==> config.mk <==
export PLATFORM = sky130hd
export DESIGN_NAME = video_sync_blank_pipeline
export DESIGN_NICKNAME = d
export VERILOG_FILES = /design/src/sync_blank_pkg.sv /design/src/video_sync_blank_pipeline.sv
export SDC_FILE = /design/constraint.sdc
export NUM_CORES = 1
export LEC_CHECK = 0
export BUFFER_PORTS_ARGS = -buffer_cell sky130_fd_sc_hd__buf_2
export CAP_MARGIN = 20
export CORE_AREA = 2 2 79 74
export CTS_CLUSTER_SIZE = 12
export DETAILED_ROUTE_END_ITERATION = 12
export DIE_AREA = 0 0 81 76
export PLACE_DENSITY = 0.76
export SYNTH_ARGS = -nofsm -noshare
export SYNTH_HDL_FRONTEND = slang
export SYNTH_SLANG_ARGS = --single-unit
export TNS_END_PERCENT = 5
==> constraint.sdc <==
create_clock -name mclk -period 2.9 [get_ports mclk]
set_input_delay 0.145 -clock mclk [delete_from_list [all_inputs] [get_ports mclk]]
set_output_delay 0.145 -clock mclk [all_outputs]
set_load 0.005 [all_outputs]
==> src/sync_blank_pkg.sv <==
// Package of constants and types for the video sync and blank pipeline
`default_nettype none
package sync_blank_pkg;
    // Register offsets
    localparam logic [3:0] OFS_SYNC_CTRL = 4'h0;
    localparam logic [3:0] OFS_HPOS = 4'h1;
    localparam logic [3:0] OFS_STATUS = 4'h2;
    // Sync control field positions
    localparam int POS_COMPOSITE = 0;
    localparam int POS_INTERLACE = 1;
    localparam int POS_HINV = 2;
    localparam int POS_VINV = 3;
    localparam int POS_HMODE = 4;
    localparam int POS_VMODE = 6;
    localparam int POS_CSYNC_EN = 8;
    localparam int POS_CURSOR_EN = 9;
    // Output modes
    localparam logic [1:0] OMODE_PASS = 2'h0;
    localparam logic [1:0] OMODE_HIGH = 2'h1;
    localparam logic [1:0] OMODE_LOW = 2'h2;
    localparam logic [1:0] OMODE_HIZ = 2'h3;
    // Reset values
    localparam logic [15:0] RST_SYNC_CTRL = 16'h0000;
    localparam logic [3:0] RST_HPOS = 4'h0;
    // Nominal and maximum pixel pipeline latency in pixel clocks
    localparam int PIPE_NOMINAL = 8;
    localparam int PIPE_MAX = 16;

    typedef enum logic [2:0] {
        SRC_BLANK = 3'b001,
        SRC_BORDER = 3'b010,
        SRC_PIXEL = 3'b100
    } video_src_e;

    typedef struct packed {
        logic blank_n;
        logic shared;
        logic line_sync;
        logic frame_sync;
    } ctl_in_s;

    typedef struct packed {
        logic line_sync;
        logic line_sync_oe_n;
        logic frame_sync;
        logic frame_sync_oe_n;
    } sync_out_s;
endpackage : sync_blank_pkg
`default_nettype wire

==> src/video_sync_blank_pipeline.sv <==
// Video control input latching, sync pipeline and output source selection
`default_nettype none

module video_sync_blank_pipeline
    import sync_blank_pkg::*;
#(
    parameter int PIPE_DELAY = PIPE_NOMINAL
)(
    input wire logic mclk,                 // Pixel clock, 250 MHz
    input wire logic reset_n,              // Async reset, active low
    input wire logic load_clock,           // Load clock from controller, sampled
    input wire ctl_in_s ctl_in,            // Video control pins
    input wire logic [3:0] reg_addr,       // Register address
    input wire logic [15:0] reg_wdata,     // Register write data
    input wire logic reg_wr,               // Write strobe
    input wire logic reg_rd,               // Read strobe
    output logic [15:0] reg_rdata,         // Read data, cycle after strobe
    output sync_out_s sync_out,            // Sync pins, enables active low
    output logic [2:0] video_src,          // One-hot video source select
    output logic csync_to_green,           // Sync level added to green DAC
    output logic cursor_row_odd            // Cursor row for current field
);

    // ----------------------------------------------------------------
    // Register file
    // ----------------------------------------------------------------
    logic [15:0] ctrl_ff;
    logic [3:0] hpos_ff;

    always_ff @(posedge mclk or negedge reset_n)
    begin
        if (!reset_n)
        begin
            ctrl_ff <= RST_SYNC_CTRL;
            hpos_ff <= RST_HPOS;
        end
        else if (reg_wr)
        begin
            if (reg_addr == OFS_SYNC_CTRL)
                ctrl_ff <= reg_wdata;
            if (reg_addr == OFS_HPOS)
                hpos_ff <= reg_wdata[3:0];
        end
    end

    logic composite, interlace, hinv, vinv, csync_en, cursor_en;
    logic [1:0] hmode, vmode;
    assign composite = ctrl_ff[POS_COMPOSITE];
    assign interlace = ctrl_ff[POS_INTERLACE];
    assign hinv = ctrl_ff[POS_HINV];
    assign vinv = ctrl_ff[POS_VINV];
    assign hmode = ctrl_ff[POS_HMODE +: 2];
    assign vmode = ctrl_ff[POS_VMODE +: 2];
    assign csync_en = ctrl_ff[POS_CSYNC_EN];
    assign cursor_en = ctrl_ff[POS_CURSOR_EN];

    // ----------------------------------------------------------------
    // Pin synchronisers and load clock edge
    // ----------------------------------------------------------------
    // Pins come from the controller's domain, so two flops before use
    logic [4:0] sync1_ff, sync2_ff;
    logic load_clock_prev_ff;
    ctl_in_s pins;
    logic load_clock_s;

    always_ff @(posedge mclk or negedge reset_n)
    begin
        if (!reset_n)
        begin
            sync1_ff <= 5'h00;
            sync2_ff <= 5'h00;
            load_clock_prev_ff <= 1'b0;
        end
        else
        begin
            sync1_ff <= {load_clock, ctl_in};
            sync2_ff <= sync1_ff;
            load_clock_prev_ff <= sync2_ff[4];
        end
    end

    assign load_clock_s = sync2_ff[4];
    assign pins = sync2_ff[3:0];

    logic load_clock_rise;
    assign load_clock_rise = load_clock_s && !load_clock_prev_ff;

    // ----------------------------------------------------------------
    // Control input latches on load clock rising edge
    // ----------------------------------------------------------------
    ctl_in_s lat_ff;

    always_ff @(posedge mclk or negedge reset_n)
    begin
        if (!reset_n)
            lat_ff <= '0;
        else if (load_clock_rise)
            lat_ff <= pins;
    end

    // ----------------------------------------------------------------
    // Video source selection
    // ----------------------------------------------------------------
    // Border indicator only meaningful outside interlace use of the pin
    logic border_n;
    assign border_n = interlace ? 1'b1 : lat_ff.shared;

    video_src_e nxt_src;
    always_comb
    begin
        if (!lat_ff.blank_n)
            nxt_src = SRC_BLANK;
        else if (!border_n)
            nxt_src = SRC_BORDER;
        else
            nxt_src = SRC_PIXEL;
    end

    logic [2:0] video_src_ff;
    logic cursor_row_ff;

    always_ff @(posedge mclk or negedge reset_n)
    begin
        if (!reset_n)
            video_src_ff <= SRC_BLANK;
        else
            video_src_ff <= nxt_src;
    end

    // Field parity held when cursor off, so row choice never glitches
    always_ff @(posedge mclk or negedge reset_n)
    begin
        if (!reset_n)
            cursor_row_ff <= 1'b0;
        else if (interlace && cursor_en)
            cursor_row_ff <= lat_ff.shared;
    end

    // ----------------------------------------------------------------
    // Line sync delay pipeline
    // ----------------------------------------------------------------
    logic [PIPE_MAX-1:0] hpipe_ff;
    logic hsync_pol;
    assign hsync_pol = lat_ff.line_sync ^ hinv;

    always_ff @(posedge mclk or negedge reset_n)
    begin
        if (!reset_n)
            hpipe_ff <= '0;
        else
            hpipe_ff <= {hpipe_ff[PIPE_MAX-2:0], hsync_pol};
    end

    // Signed shift, clamped so the tap stays inside the pipe
    logic [4:0] tap;
    always_comb
    begin
        int t;
        t = PIPE_DELAY + $signed(hpos_ff);
        if (t < 1)
            t = 1;
        if (t > PIPE_MAX)
            t = PIPE_MAX;
        tap = 5'(t - 1);
    end

    logic hsync_dly;
    assign hsync_dly = hpipe_ff[tap[3:0]];

    // ----------------------------------------------------------------
    // Sync outputs
    // ----------------------------------------------------------------
    function automatic logic [1:0] drive_sync(input logic [1:0] mode, input logic val);
        logic [1:0] r;
        r = {val, 1'b0};
        unique case (mode)
            OMODE_PASS: r = {val, 1'b0};
            OMODE_HIGH: r = {1'b1, 1'b0};
            OMODE_LOW: r = {1'b0, 1'b0};
            OMODE_HIZ: r = {1'b0, 1'b1};
        endcase
        return r;
    endfunction

    sync_out_s sync_ff;
    logic csync_ff;

    always_ff @(posedge mclk or negedge reset_n)
    begin
        if (!reset_n)
            sync_ff <= '{line_sync: 1'b0, line_sync_oe_n: 1'b0,
                         frame_sync: 1'b0, frame_sync_oe_n: 1'b0};
        else
        begin
            {sync_ff.line_sync, sync_ff.line_sync_oe_n} <=
                drive_sync(hmode, composite ? 1'b0 : hsync_dly);
            {sync_ff.frame_sync, sync_ff.frame_sync_oe_n} <=
                drive_sync(vmode, lat_ff.frame_sync ^ vinv);
        end
    end

    always_ff @(posedge mclk or negedge reset_n)
    begin
        if (!reset_n)
            csync_ff <= 1'b0;
        else
            csync_ff <= composite && csync_en && hsync_dly;
    end

    // ----------------------------------------------------------------
    // Register read
    // ----------------------------------------------------------------
    always_ff @(posedge mclk or negedge reset_n)
    begin
        if (!reset_n)
            reg_rdata <= 16'h0000;
        else if (reg_rd)
        begin
            unique case (reg_addr)
                OFS_SYNC_CTRL: reg_rdata <= ctrl_ff;
                OFS_HPOS: reg_rdata <= {12'h000, hpos_ff};
                OFS_STATUS: reg_rdata <= {11'h000, cursor_row_ff, lat_ff};
                default: reg_rdata <= 16'h0000;
            endcase
        end
        else
            reg_rdata <= 16'h0000;
    end

    assign sync_out = sync_ff;
    assign video_src = video_src_ff;
    assign csync_to_green = csync_ff;
    assign cursor_row_odd = cursor_row_ff;

    // ----------------------------------------------------------------
    // Assertions
    // ----------------------------------------------------------------
    a_blank_selects: assert property (@(posedge mclk) disable iff (!reset_n)
        !lat_ff.blank_n |=> video_src == SRC_BLANK)
        else $error("blank did not select blank source");
    a_border_select: assert property (@(posedge mclk) disable iff (!reset_n)
        lat_ff.blank_n && !interlace && !lat_ff.shared |=> video_src == SRC_BORDER)
        else $error("border not selected");
    a_interlace_nobord: assert property (@(posedge mclk) disable iff (!reset_n)
        lat_ff.blank_n && interlace |=> video_src == SRC_PIXEL)
        else $error("border shown in interlace mode");
    a_field_row: assert property (@(posedge mclk) disable iff (!reset_n)
        interlace && cursor_en |=> cursor_row_odd == $past(lat_ff.shared))
        else $error("cursor row not following field");
    a_latch_edge: assert property (@(posedge mclk) disable iff (!reset_n)
        !load_clock_rise |=> $stable(lat_ff))
        else $error("inputs latched off load edge");
    a_hsync_nominal: assert property (@(posedge mclk) disable iff (!reset_n)
        hmode == OMODE_PASS && !composite && hpos_ff == 4'h0 && $stable(ctrl_ff)
        |=> sync_out.line_sync == $past(hpipe_ff[PIPE_DELAY-1]))
        else $error("line sync delay wrong");
    a_hsync_force: assert property (@(posedge mclk) disable iff (!reset_n)
        hmode == OMODE_HIZ |=> sync_out.line_sync_oe_n)
        else $error("line sync not released");
    a_hsync_high: assert property (@(posedge mclk) disable iff (!reset_n)
        hmode == OMODE_HIGH |=> sync_out.line_sync && !sync_out.line_sync_oe_n)
        else $error("line sync not forced high");
    a_vsync_copy: assert property (@(posedge mclk) disable iff (!reset_n)
        vmode == OMODE_PASS |=> sync_out.frame_sync == $past(lat_ff.frame_sync ^ vinv))
        else $error("frame sync not copied");
    a_csync_green: assert property (@(posedge mclk) disable iff (!reset_n)
        !(composite && csync_en) |=> !csync_to_green)
        else $error("composite sync leaked to green");
    a_hpos_shift: assert property (@(posedge mclk) disable iff (!reset_n)
        hpos_ff == 4'h1 |-> tap == 5'(PIPE_DELAY))
        else $error("position shift wrong");
    a_reset_pass: assert property (@(posedge mclk)
        !reset_n |=> ctrl_ff == RST_SYNC_CTRL && hpos_ff == RST_HPOS)
        else $error("reset config wrong");

    a_pixel_select: assert property (@(posedge mclk) disable iff (!reset_n)
        lat_ff.blank_n && border_n |=> video_src == SRC_PIXEL)
        else $error("pixel source not selected");
    a_src_onehot: assert property (@(posedge mclk) disable iff (!reset_n)
        $onehot(video_src))
        else $error("video source not one-hot");
    a_load_latch: assert property (@(posedge mclk) disable iff (!reset_n)
        load_clock_rise |=> lat_ff == $past(pins))
        else $error("inputs not latched on load edge");
    a_hsync_low: assert property (@(posedge mclk) disable iff (!reset_n)
        hmode == OMODE_LOW |=> !sync_out.line_sync && !sync_out.line_sync_oe_n)
        else $error("line sync not forced low");
    a_hsync_drive: assert property (@(posedge mclk) disable iff (!reset_n)
        hmode != OMODE_HIZ |=> !sync_out.line_sync_oe_n)
        else $error("line sync released while driven");
    a_vsync_high: assert property (@(posedge mclk) disable iff (!reset_n)
        vmode == OMODE_HIGH |=> sync_out.frame_sync && !sync_out.frame_sync_oe_n)
        else $error("frame sync not forced high");
    a_vsync_low: assert property (@(posedge mclk) disable iff (!reset_n)
        vmode == OMODE_LOW |=> !sync_out.frame_sync && !sync_out.frame_sync_oe_n)
        else $error("frame sync not forced low");
    a_vsync_hiz: assert property (@(posedge mclk) disable iff (!reset_n)
        vmode == OMODE_HIZ |=> sync_out.frame_sync_oe_n)
        else $error("frame sync not released");
    a_vsync_drive: assert property (@(posedge mclk) disable iff (!reset_n)
        vmode != OMODE_HIZ |=> !sync_out.frame_sync_oe_n)
        else $error("frame sync released while driven");
    a_vsync_invert: assert property (@(posedge mclk) disable iff (!reset_n)
        vmode == OMODE_PASS && vinv |=> sync_out.frame_sync == !$past(lat_ff.frame_sync))
        else $error("frame sync not inverted");
    a_csync_path: assert property (@(posedge mclk) disable iff (!reset_n)
        composite && csync_en |=> csync_to_green == $past(hsync_dly))
        else $error("composite sync missing on green");
    a_composite_quiet: assert property (@(posedge mclk) disable iff (!reset_n)
        composite && hmode == OMODE_PASS |=> !sync_out.line_sync)
        else $error("line sync driven in composite mode");
    a_hsync_shifted: assert property (@(posedge mclk) disable iff (!reset_n)
        hmode == OMODE_PASS && !composite && hpos_ff == 4'h2
        |=> sync_out.line_sync == $past(hpipe_ff[PIPE_DELAY+1]))
        else $error("shifted line sync delay wrong");
    a_pipe_entry: assert property (@(posedge mclk) disable iff (!reset_n)
        hpipe_ff[0] == ($past(lat_ff.line_sync) ^ $past(hinv)))
        else $error("line sync polarity wrong at pipe entry");
    a_row_hold: assert property (@(posedge mclk) disable iff (!reset_n)
        !(interlace && cursor_en) |=> $stable(cursor_row_odd))
        else $error("cursor row moved while unused");

    c_border: cover property (@(posedge mclk) video_src == SRC_BORDER);
    c_pixel: cover property (@(posedge mclk) video_src == SRC_PIXEL);
    c_csync: cover property (@(posedge mclk) csync_to_green);
    c_hiz: cover property (@(posedge mclk) sync_out.frame_sync_oe_n);
    c_field: cover property (@(posedge mclk) cursor_row_odd);

endmodule // video_sync_blank_pipeline
`default_nettype wire

Word-level counts from Yosys, hierarchy flattened --
Cells that the tools add are included.
Operators by class: magnitude comparators 3, mux-type cells 12, bitwise operators 2, equal/unequal tests 8, reductions and logical operators 10, $add $sub $neg 2
Operators with widths (number):
- one-hot mux 16 bit (3 select lines) | 1
- > comparator 32 x 6 -> 1 bit (second input constant) | 1
- two-way mux 32 bit | 1
- two-way mux 16 bit | 1
- one-hot mux 2 bit (4 select lines) | 2
- equality test 2 bit (second input constant) | 4
- adder 5 x 4 -> 6 bit (first input constant) | 1
- less-than comparator 6 x 2 -> 1 bit (second input constant) | 1
- two-way mux 3 bit | 2
- less-than comparator 4 x 5 -> 1 bit (second input constant) | 1
- binary-select mux 1 bit (select 4 bit) | 1
- equality test 2 x 1 -> 1 bit (second input constant) | 2
- equality test 4 x 1 -> 1 bit (second input constant) | 1
- equality test 4 x 2 -> 1 bit (second input constant) | 1
- logical AND 1 bit | 4
- zero test 2 bit | 2
- zero test 4 bit | 1
- two-way mux 4 bit | 1
- AND reduction 2 bit | 2
- subtractor 4 x 2 -> 4 bit (second input constant) | 1
- two-way mux 1 bit | 3
- bitwise XOR 1 bit | 2
- zero test 1 bit | 1
Word-level totals: output and inout bits 25, input bits 29, bits in registers 76

Logic depth before layout (Yosys ltp) --
Gate-level depths: netlist of run 1.
depth after elaboration 10, depth in mapped cells 11

Least setup slack after synthesis of run 1 --
No wires, ideal clock.
kind flip-flop to flip-flop, start point register hpos_ff[2], end point register sync_ff, in the netlist sync_out[3], period minus slack after synthesis 2.488 ns, setup time 0.131 ns, required time 2.769 ns, path slack 0.412 ns, stages on the path, launching flop included 11, data arrival time 2.357 ns, cell sequence dfrtp_1 > buf_2 > nor3b_4 > or2_4 > inv_1 > ha_1 > clkbuf_4 > mux2_2 > o221a_1 > nor4_1 > o31ai_1
On the way: word-level cells in the longest chain between the ends 10
RTL lines:
- start: declaration | line video_sync_blank_pipeline.sv:28 | logic [3:0] hpos_ff;
- start signal: assignment | line video_sync_blank_pipeline.sv:42 | hpos_ff <= reg_wdata[3:0];
- adder 5 x 4 -> 6 bit * | line video_sync_blank_pipeline.sv:159 | t = PIPE_DELAY + $signed(hpos_ff);
- less-than comparator 6 x 2 -> 1 bit | line video_sync_blank_pipeline.sv:160 | if (t < 1)
- two-way mux 32 bit * | line video_sync_blank_pipeline.sv:160
- > comparator 32 x 6 -> 1 bit | line video_sync_blank_pipeline.sv:162 | if (t > PIPE_MAX)
- two-way mux 4 bit * | line video_sync_blank_pipeline.sv:162
- subtractor 4 x 2 -> 4 bit * | line video_sync_blank_pipeline.sv:164 | tap = 5'(t - 1);
- binary-select mux 1 bit (select 4 bit) * | line video_sync_blank_pipeline.sv:168 | assign hsync_dly = hpipe_ff[tap[3:0]];
- two-way mux 1 bit (implied by the code) * | line video_sync_blank_pipeline.sv:168
- two-way mux 1 bit * | line video_sync_blank_pipeline.sv:196 | drive_sync(hmode, composite ? 1'b0 : hsync_dly);
- one-hot mux 2 bit (4 select lines) * | line video_sync_blank_pipeline.sv:176 | unique case (mode)
- end signal: assignment | line video_sync_blank_pipeline.sv:191 | sync_ff <= '{line_sync: 1'b0, line_sync_oe_n: 1'b0,
- end: declaration | line video_sync_blank_pipeline.sv:185 | sync_out_s sync_ff;
Mark *: on every way between the ends. The rest lies on a longest branch, timed or not. The select of a mux whose other input is x is not followed. A chain may end at the register's enable or synchronous reset.

Worst setup path after layout of run 1 --
Same ends and word-level chain as after synthesis.

==> results of run 1 <==
[metrics by stage]
stage | utilization [%] | instance area [um2] | setup slack (ns)
floorplan | - | 2775 | 0.4119
global placement | 57.58 | 3109 | 0.2083
detailed placement | 57.58 | 3109 | 0.1309
CTS | 62.03 | 3349 | 0.1123
global route | 62.07 | 3352 | 0.02781
finish | 62.07 | 3352 | 0.2071
[metal layers]
metal / track usage [%] / up-vias / part of all wire [%]
li1: - / 791 / -
met1: 22.89 / 824 / 43
met2: 27.11 / 33 / 51
met3: 7.583 / 7 / 4.6
met4: 6.441 / 0 / 1.1
met5: 0 / - / 0
[final cells by class]
type / count / area [um2] / area share (%)
flip-flops and latches: 76 / 1903 / 56.78
repair buffers: 60 / 345.3 / 10.30
multi-input cells: 105 / 820.8 / 24.49
clock buffers: 9 / 123.9 / 3.695
inverters: 4 / 15.01 / 0.4479
clock inverters: 7 / 56.30 / 1.680
well taps: 70 / 87.58 / 2.613
[repair_timing]
action	CTS	global route
hold buffers	6	0
resized for setup	0	1
setup endpoints to repair	0	2
endpoints found under the hold margin	40	0
[sequential cells by signal, indices dropped and copies added, names as in the netlist, 3 cells and up]
signal	count
video_src	3
sync1_ff	5
ctrl_ff	16
sync2_ff	5
sync_out	4
reg_rdata	16
hpipe_ff	16
lat_ff	4
hpos_ff	4
[worst max-delay path, cell delays in order (launching register included)]
cell and delay (ns):
dfrtp_1 0.49, nor3b_4 0.29, or2_4 0.19, inv_1 0.05, ha_2 0.44, mux2_2 0.36
o221a_1 0.24, nor4_1 0.38, o31ai_1 0.12
[synthesized netlist by cell type (all sizes together)]
cell type | count | share of area (%)
dfrtp | 75 | 68
mux2 | 25 | 10
nor2 | 16 | 2.2
and2 | 13 | 2.9
mux2i | 11 | 4.0
a2111oi | 5 | 1.7
nor2b | 5 | 1.1
a21oi | 4 | 0.72
buf | 4 | 0.72
clkbuf | 4 | 0.68
inv | 4 | 0.54
nand2 | 4 | 0.54
nor3 | 4 | 0.72
xor2 | 3 | 0.95
nor4 | 2 | 0.45
o21ai | 2 | 0.36
a211oi | 1 | 0.27
a22oi | 1 | 0.27
dfstp | 1 | 0.95
ha | 1 | 0.45
nand2b | 1 | 0.23
nand3 | 1 | 0.18
nand4b | 1 | 0.32
nor3b | 1 | 0.68
o21ba | 1 | 0.36
o221a | 1 | 0.41
o31ai | 1 | 0.27
or2 | 1 | 0.32
[kinds of logic after synthesis]
logic type               after synthesis  share of synthesized area [%]
multiplexers                          36                          14.11
AND/OR/NAND/NOR                       49                          9.648
adder cells (fa/ha/maj)                1                         0.4508
AO/OA/AOI/OAI                         16                          4.329
XOR/XNOR                               3                         0.9470
buffers and inverters                 12                          1.939
flip-flops                            76                          68.58
[report_power, final]
part / leakage, nW / total, W / switching [W] / internal, W
sequential: 0.944 / 0.00139 / 0.000138 / 0.00125
combinational: 0.609 / 0.000448 / 0.000202 / 0.000246
clock: 0.0910 / 0.000726 / 0.000404 / 0.000322
[cell usage in the layout, fill, tap and decap left out, types with 2 or more instances in the layout]
| cell type | synthesis | layout |
|---|---|---|
| a2111oi_0 | 3 | 3 |
| a2111oi_1 | 2 | 2 |
| a21oi_1 | 4 | 4 |
| and2_1 | 13 | 13 |
| buf_2 | 4 | 53 |
| clkbuf_8 | 0 | 9 |
| dfrtp_1 | 75 | 75 |
| dlygate4sd3_1 | 0 | 6 |
| inv_1 | 4 | 4 |
| inv_6 | 0 | 4 |
| mux2_2 | 25 | 25 |
| mux2i_1 | 11 | 11 |
| nand2_1 | 4 | 4 |
| nor2_1 | 16 | 16 |
| nor2b_1 | 5 | 5 |
| nor3_1 | 4 | 4 |
| nor4_1 | 2 | 2 |
| o21ai_0 | 2 | 2 |
| xor2_1 | 3 | 3 |
[worst min-delay path by stage]
stage / endpoint / cells past startpoint / slack, ns / startpoint
after floorplan: csync_to_green / 0 / -0.15 / reset_n
after global placement: sync1_ff[3] / 1 / 0.25 / ctl_in[3]
after detailed placement: sync1_ff[3] / 1 / 0.25 / ctl_in[3]
after CTS: ctrl_ff[9] / 2 / 0.009 / reg_wdata[9]
after global routing: ctrl_ff[12] / 2 / 0.006 / reg_wdata[12]
final: ctrl_ff[9] / 2 / 0.02 / reg_wdata[9]
==> results.yml, run 1 <==
global_routing:
  grt_max_degree: 42
  grtUsageTotal_pct: 17.85
  antenna_found_initial: 0
  grt-ovfl-total: 0
  grt_pass1_wl_um: 8135
  grt_pass1_vias: 1715
clock_tree:
  clockBufferDepth: 2
  clock_sinks: 76
  clk_latency_ns: 0.35
  root_buffer: "clkbuf_8"
  cts_tree: "yes"
  postCtsSetupBuffers: 0
  clk_pin_slew_ns: 0.08
  cts-htree-levels: 3
  cts_inserted_buffers: 9
sta:
  period_needed_ns: 2.693
  worst_hold_slack_ns: 0.02482
  rsz0062_at_grt: "no"
  finalCritPeriodShare_pct: 92.86
  worstMarginPinSlew_ns: 0.9678
  finalHoldViolations: 0
  drv_slew: 0
  finClkSkew_ns: 0.007824
  max_freq_ghz: 0.3713
  setup_tns_ns: 0
  final-setup-viol-count: 0
  maxSlewHeadroom_pct: 34.99
routing:
  ant_nets: 0
  viasPerCell: 5.000
  drc: 0
  wl_per_cell_um: 14.40
  num_vias: 1655
  wl_um: 4767
  first_pass_iters: 4
  drt-initial-drc-count: 80
cells_and_area:
  fillers: 440
  final_cells: 331
  final_nets: 286
  synthToLayoutAreaGrowth_pct: 20.78
  drive_above_1_share_pct: 38.31
  diodes: 0
floorplanning:
  die-area_mm2: 0.006156
  die_y_um: 76
  ios: 54
  die_x_um: 81
  start_util_pct: 51.39
  core_area_mm2: 0.005400
  rows: 26
setup_path:
  cp-end-kind: "register"
  regToRegEndpoint: "sync_out[3]"
  crit_fanout: 11
  reg2reg_from: "hpos_ff[2]"
  crit_required_ns: 3.12
  rrSetupSlack_ns: 0.21
  crit_end: "sync_out[3]"
  ff2ff_path_depth: 8
  crit_start: "hpos_ff[2]"
  arrival_ns: 2.91
  cp-start-kind: "register"
  critPathKind: "register to register"
min_path:
  min_path_type: "primary input to register"
run_status:
  status: "finished, final reports clean"
pwr:
  leakage_nw: 1.644
  power_density_mw_per_mm2: 765.3
  vdd_drop_max_v: 0.0004395
  fin_total_pwr_w: 0.002565
synth:
  synth_area_per_cell_um2: 14.38
  syn_area_mm2: 0.002775
  ys_ff_latch: 76
  synth_cell_types: 30
  yosysSeqAreaShare_pct: 68.58
  syn_nets: 223
  synth_cells: 193
  yosysWarnings: 0
place:
  dp.cells: 309
  dpl.hpwl_um: 3281
  io_buffers: 53
  routabilityCongestion: 0.8188
flow_run:
  max-cap-violations: 0
Note: power is estimated with default switching activity, not from simulation.
==> inputs of run 2 (changes only) <==
CORE_AREA = 2 2 78 73   (was 2 2 79 74)
DIE_AREA = 0 0 80 75   (was 0 0 81 76)
PLACE_DENSITY = 0.78   (was 0.76)
clock period = 3.3 ns   (was 2.9 ns; I/O delays follow)
==> run 2 against run 1 <==
Hold slack better by 0.025 ns; flip-flop and latch count did not move; non-clock buffer count fell by 1; sequential share of layout area is 0.59 points lower; via count hardly changed; maximum frequency decreased by 4.6%; routed wire length is 4.8% higher; die area decreased by 2.5%.
==> results.yml, run 2 (synthesis results as in run 1) <==
setup_path:
  slowest_delay_ns: 0.52
  crit_family: "simple AND/OR/NAND/NOR gates"
  ff2ff_path_depth: 9
  crit_start: "hpos_ff[2]"
  arrival_ns: 3.04
  path_buf_inv: 1
  crit_fanout: 11
  slowest_stage: "ha_1"
  critPathKind: "register to register"
  regToRegEndpoint: "csync_to_green"
  crit_chain: "nor3b_4, or2_4, inv_1, ha_1, nor2b_1, a2111oi_0, a211oi_1, nor4_1, nor2_1"
  rrSetupSlack_ns: 0.48
  cp-end-kind: "register"
  reg2reg_from: "hpos_ff[2]"
  cp-start-kind: "register"
  crit_required_ns: 3.51
routing:
  first_pass_iters: 4
  wl_per_cell_um: 15.33
  drc: 0
  viasPerCell: 5.080
  wl_um: 4996
  drt-initial-drc-count: 49
  num_vias: 1656
  ant_nets: 0
pwr:
  vdd_drop_max_v: 0.0003803
  p_int_w: 0.001832
  switching_share_pct: 25.19
  pwr-share-clk_pct: 34.0
  seqPwrFrac_pct: 49.9
  power_density_mw_per_mm2: 723.0
  leakage_nw: 1.662
  comb_power_share_pct: 16.0
  p_sw_w: 0.0006170
sta:
  drv_slew: 0
  maxSlewHeadroom_pct: 34.85
  max_freq_ghz: 0.3542
  finalCritPeriodShare_pct: 85.56
  finClkSkew_ns: 0.006346
  finalHoldViolations: 0
  final-setup-viol-count: 0
  worstMarginPinSlew_ns: 0.9698
  setup_tns_ns: 0
  period_needed_ns: 2.824
  rsz0062_at_grt: "no"
clock_tree:
  clockBufferDepth: 2
  clk_pin_slew_ns: 0.07
  clock_sinks: 76
  cts_resized: 0
  cts_inserted_buffers: 9
  root_buffer: "clkbuf_8"
  cts_tree: "yes"
  cts-htree-levels: 3
  clk_latency_ns: 0.34
min_path:
  hold_start: "reg_wdata[10]"
  min_to: "ctrl_ff[10]"
  min_path_cells: 2
  min_path_type: "primary input to register"
floorplanning:
  die-area_mm2: 0.006000
  die_x_um: 80
  rows: 25
  die_y_um: 75
  start_util_pct: 54.10
  core_area_mm2: 0.005130
  ios: 54
cells_and_area:
  final_cell_mix: "dfrtp_1, buf_2, mux2_2, nor2_1, and2_1"
  regArea_mm2: 0.001903
  drive_above_1_share_pct: 37.07
  fillers: 405
  diodes: 0
  synthToLayoutAreaGrowth_pct: 22.05
  final_nets: 285
  multi_input_area_um2: 818.3
  final_common_cell: "dfrtp_1"
  top_regs: "ctrl_ff: 16 flops, hpipe_ff: 16 flops, reg_rdata: 16 flops"
  fin_util_pct: 66.02
place:
  routabilityCongestion: 0.7876
  dpl.hpwl_um: 3306
  io_buffers: 53
global_routing:
  grt_pass1_wl_um: 7900
  grt-ovfl-total: 0
  grt_pass1_vias: 1670
  grtUsageTotal_pct: 18.30
  grt_max_degree: 77
  antenna_found_initial: 0
run_status:
  status: "finished, final reports clean"
flow_run:
  max-cap-violations: 0
## run 2: final cells by class
type                       instances  share of cell area (%)
sequential                        76                   56.19
multi-input combinational        105                   24.16
timing repair buffer              59                   9.679
clock buffer                      11                   4.174
clock inverter                     4                   2.881
tap                               67                   2.475
inverter                           4                  0.4433
## run 2: power groups by stage
stage | Sequential, W | Clock (W) | Combinational (W)
after floorplan | 0.00119 | 0 | 0.000291
after global placement | 0.00123 | 0 | 0.000372
after detailed placement | 0.00124 | 0 | 0.000388
after CTS | 0.00122 | 0.000858 | 0.000396
after global routing | 0.00125 | 0.000887 | 0.000434
final | 0.00122 | 0.000834 | 0.000393
## run 2: through the flow
stage | worst slack (ns) | instances | hold WS (ns) | instance area [um2] | power, W
4_1_cts | 0.4955 | 326 | 0.02830 | 3387 | 0.002478
2_1_floorplan | 0.8119 | 193 | -0.1306 | 2775 | 0.001485
3_5_place_dp | 0.5199 | 305 | 0.2743 | 3088 | 0.001625
6_report | 0.4765 | 326 | 0.04940 | 3387 | 0.002449
5_1_grt | 0.2512 | 326 | 0.03374 | 3387 | 0.002568
3_3_place_gp | 0.6100 | 305 | 0.2727 | 3088 | 0.001604
## run 2: how the worst max path moves through the flow
stage / depth (start not counted) / end
2_1_floorplan: 10 / sync_out[3]
3_3_place_gp: 8 / sync_out[3]
3_5_place_dp: 9 / csync_to_green
4_1_cts: 9 / csync_to_green
5_1_grt: 9 / csync_to_green
6_report: 9 / csync_to_green
## run 2: repair_timing
item / CTS / global route
hold buffers: 6 / 0
endpoints found under the hold margin: 80 / 0
buffers inserted: 0 / 0
## run 2: worst reg2reg max path, stage by stage (launching register included)
cell	delay (ns)
dfrtp_1	0.49
nor3b_4	0.32
or2_4	0.19
inv_1	0.04
ha_1	0.52
nor2b_1	0.09
a2111oi_0	0.43
a211oi_1	0.10
nor4_1	0.41
nor2_1	0.11
## run 2: routing by layer
| layer | share of wire (%) | routed length (um) | global-route usage (%) | vias up |
|---|---|---|---|---|
| li1 | - | - | - | 783 |
| met1 | 44 | 2197 | 22.97 | 819 |
| met2 | 49 | 2450 | 28.89 | 47 |
| met3 | 5.6 | 280 | 7.914 | 7 |
| met4 | 1.4 | 68 | 6.403 | 0 |
| met5 | 0 | 0 | 0 | - |
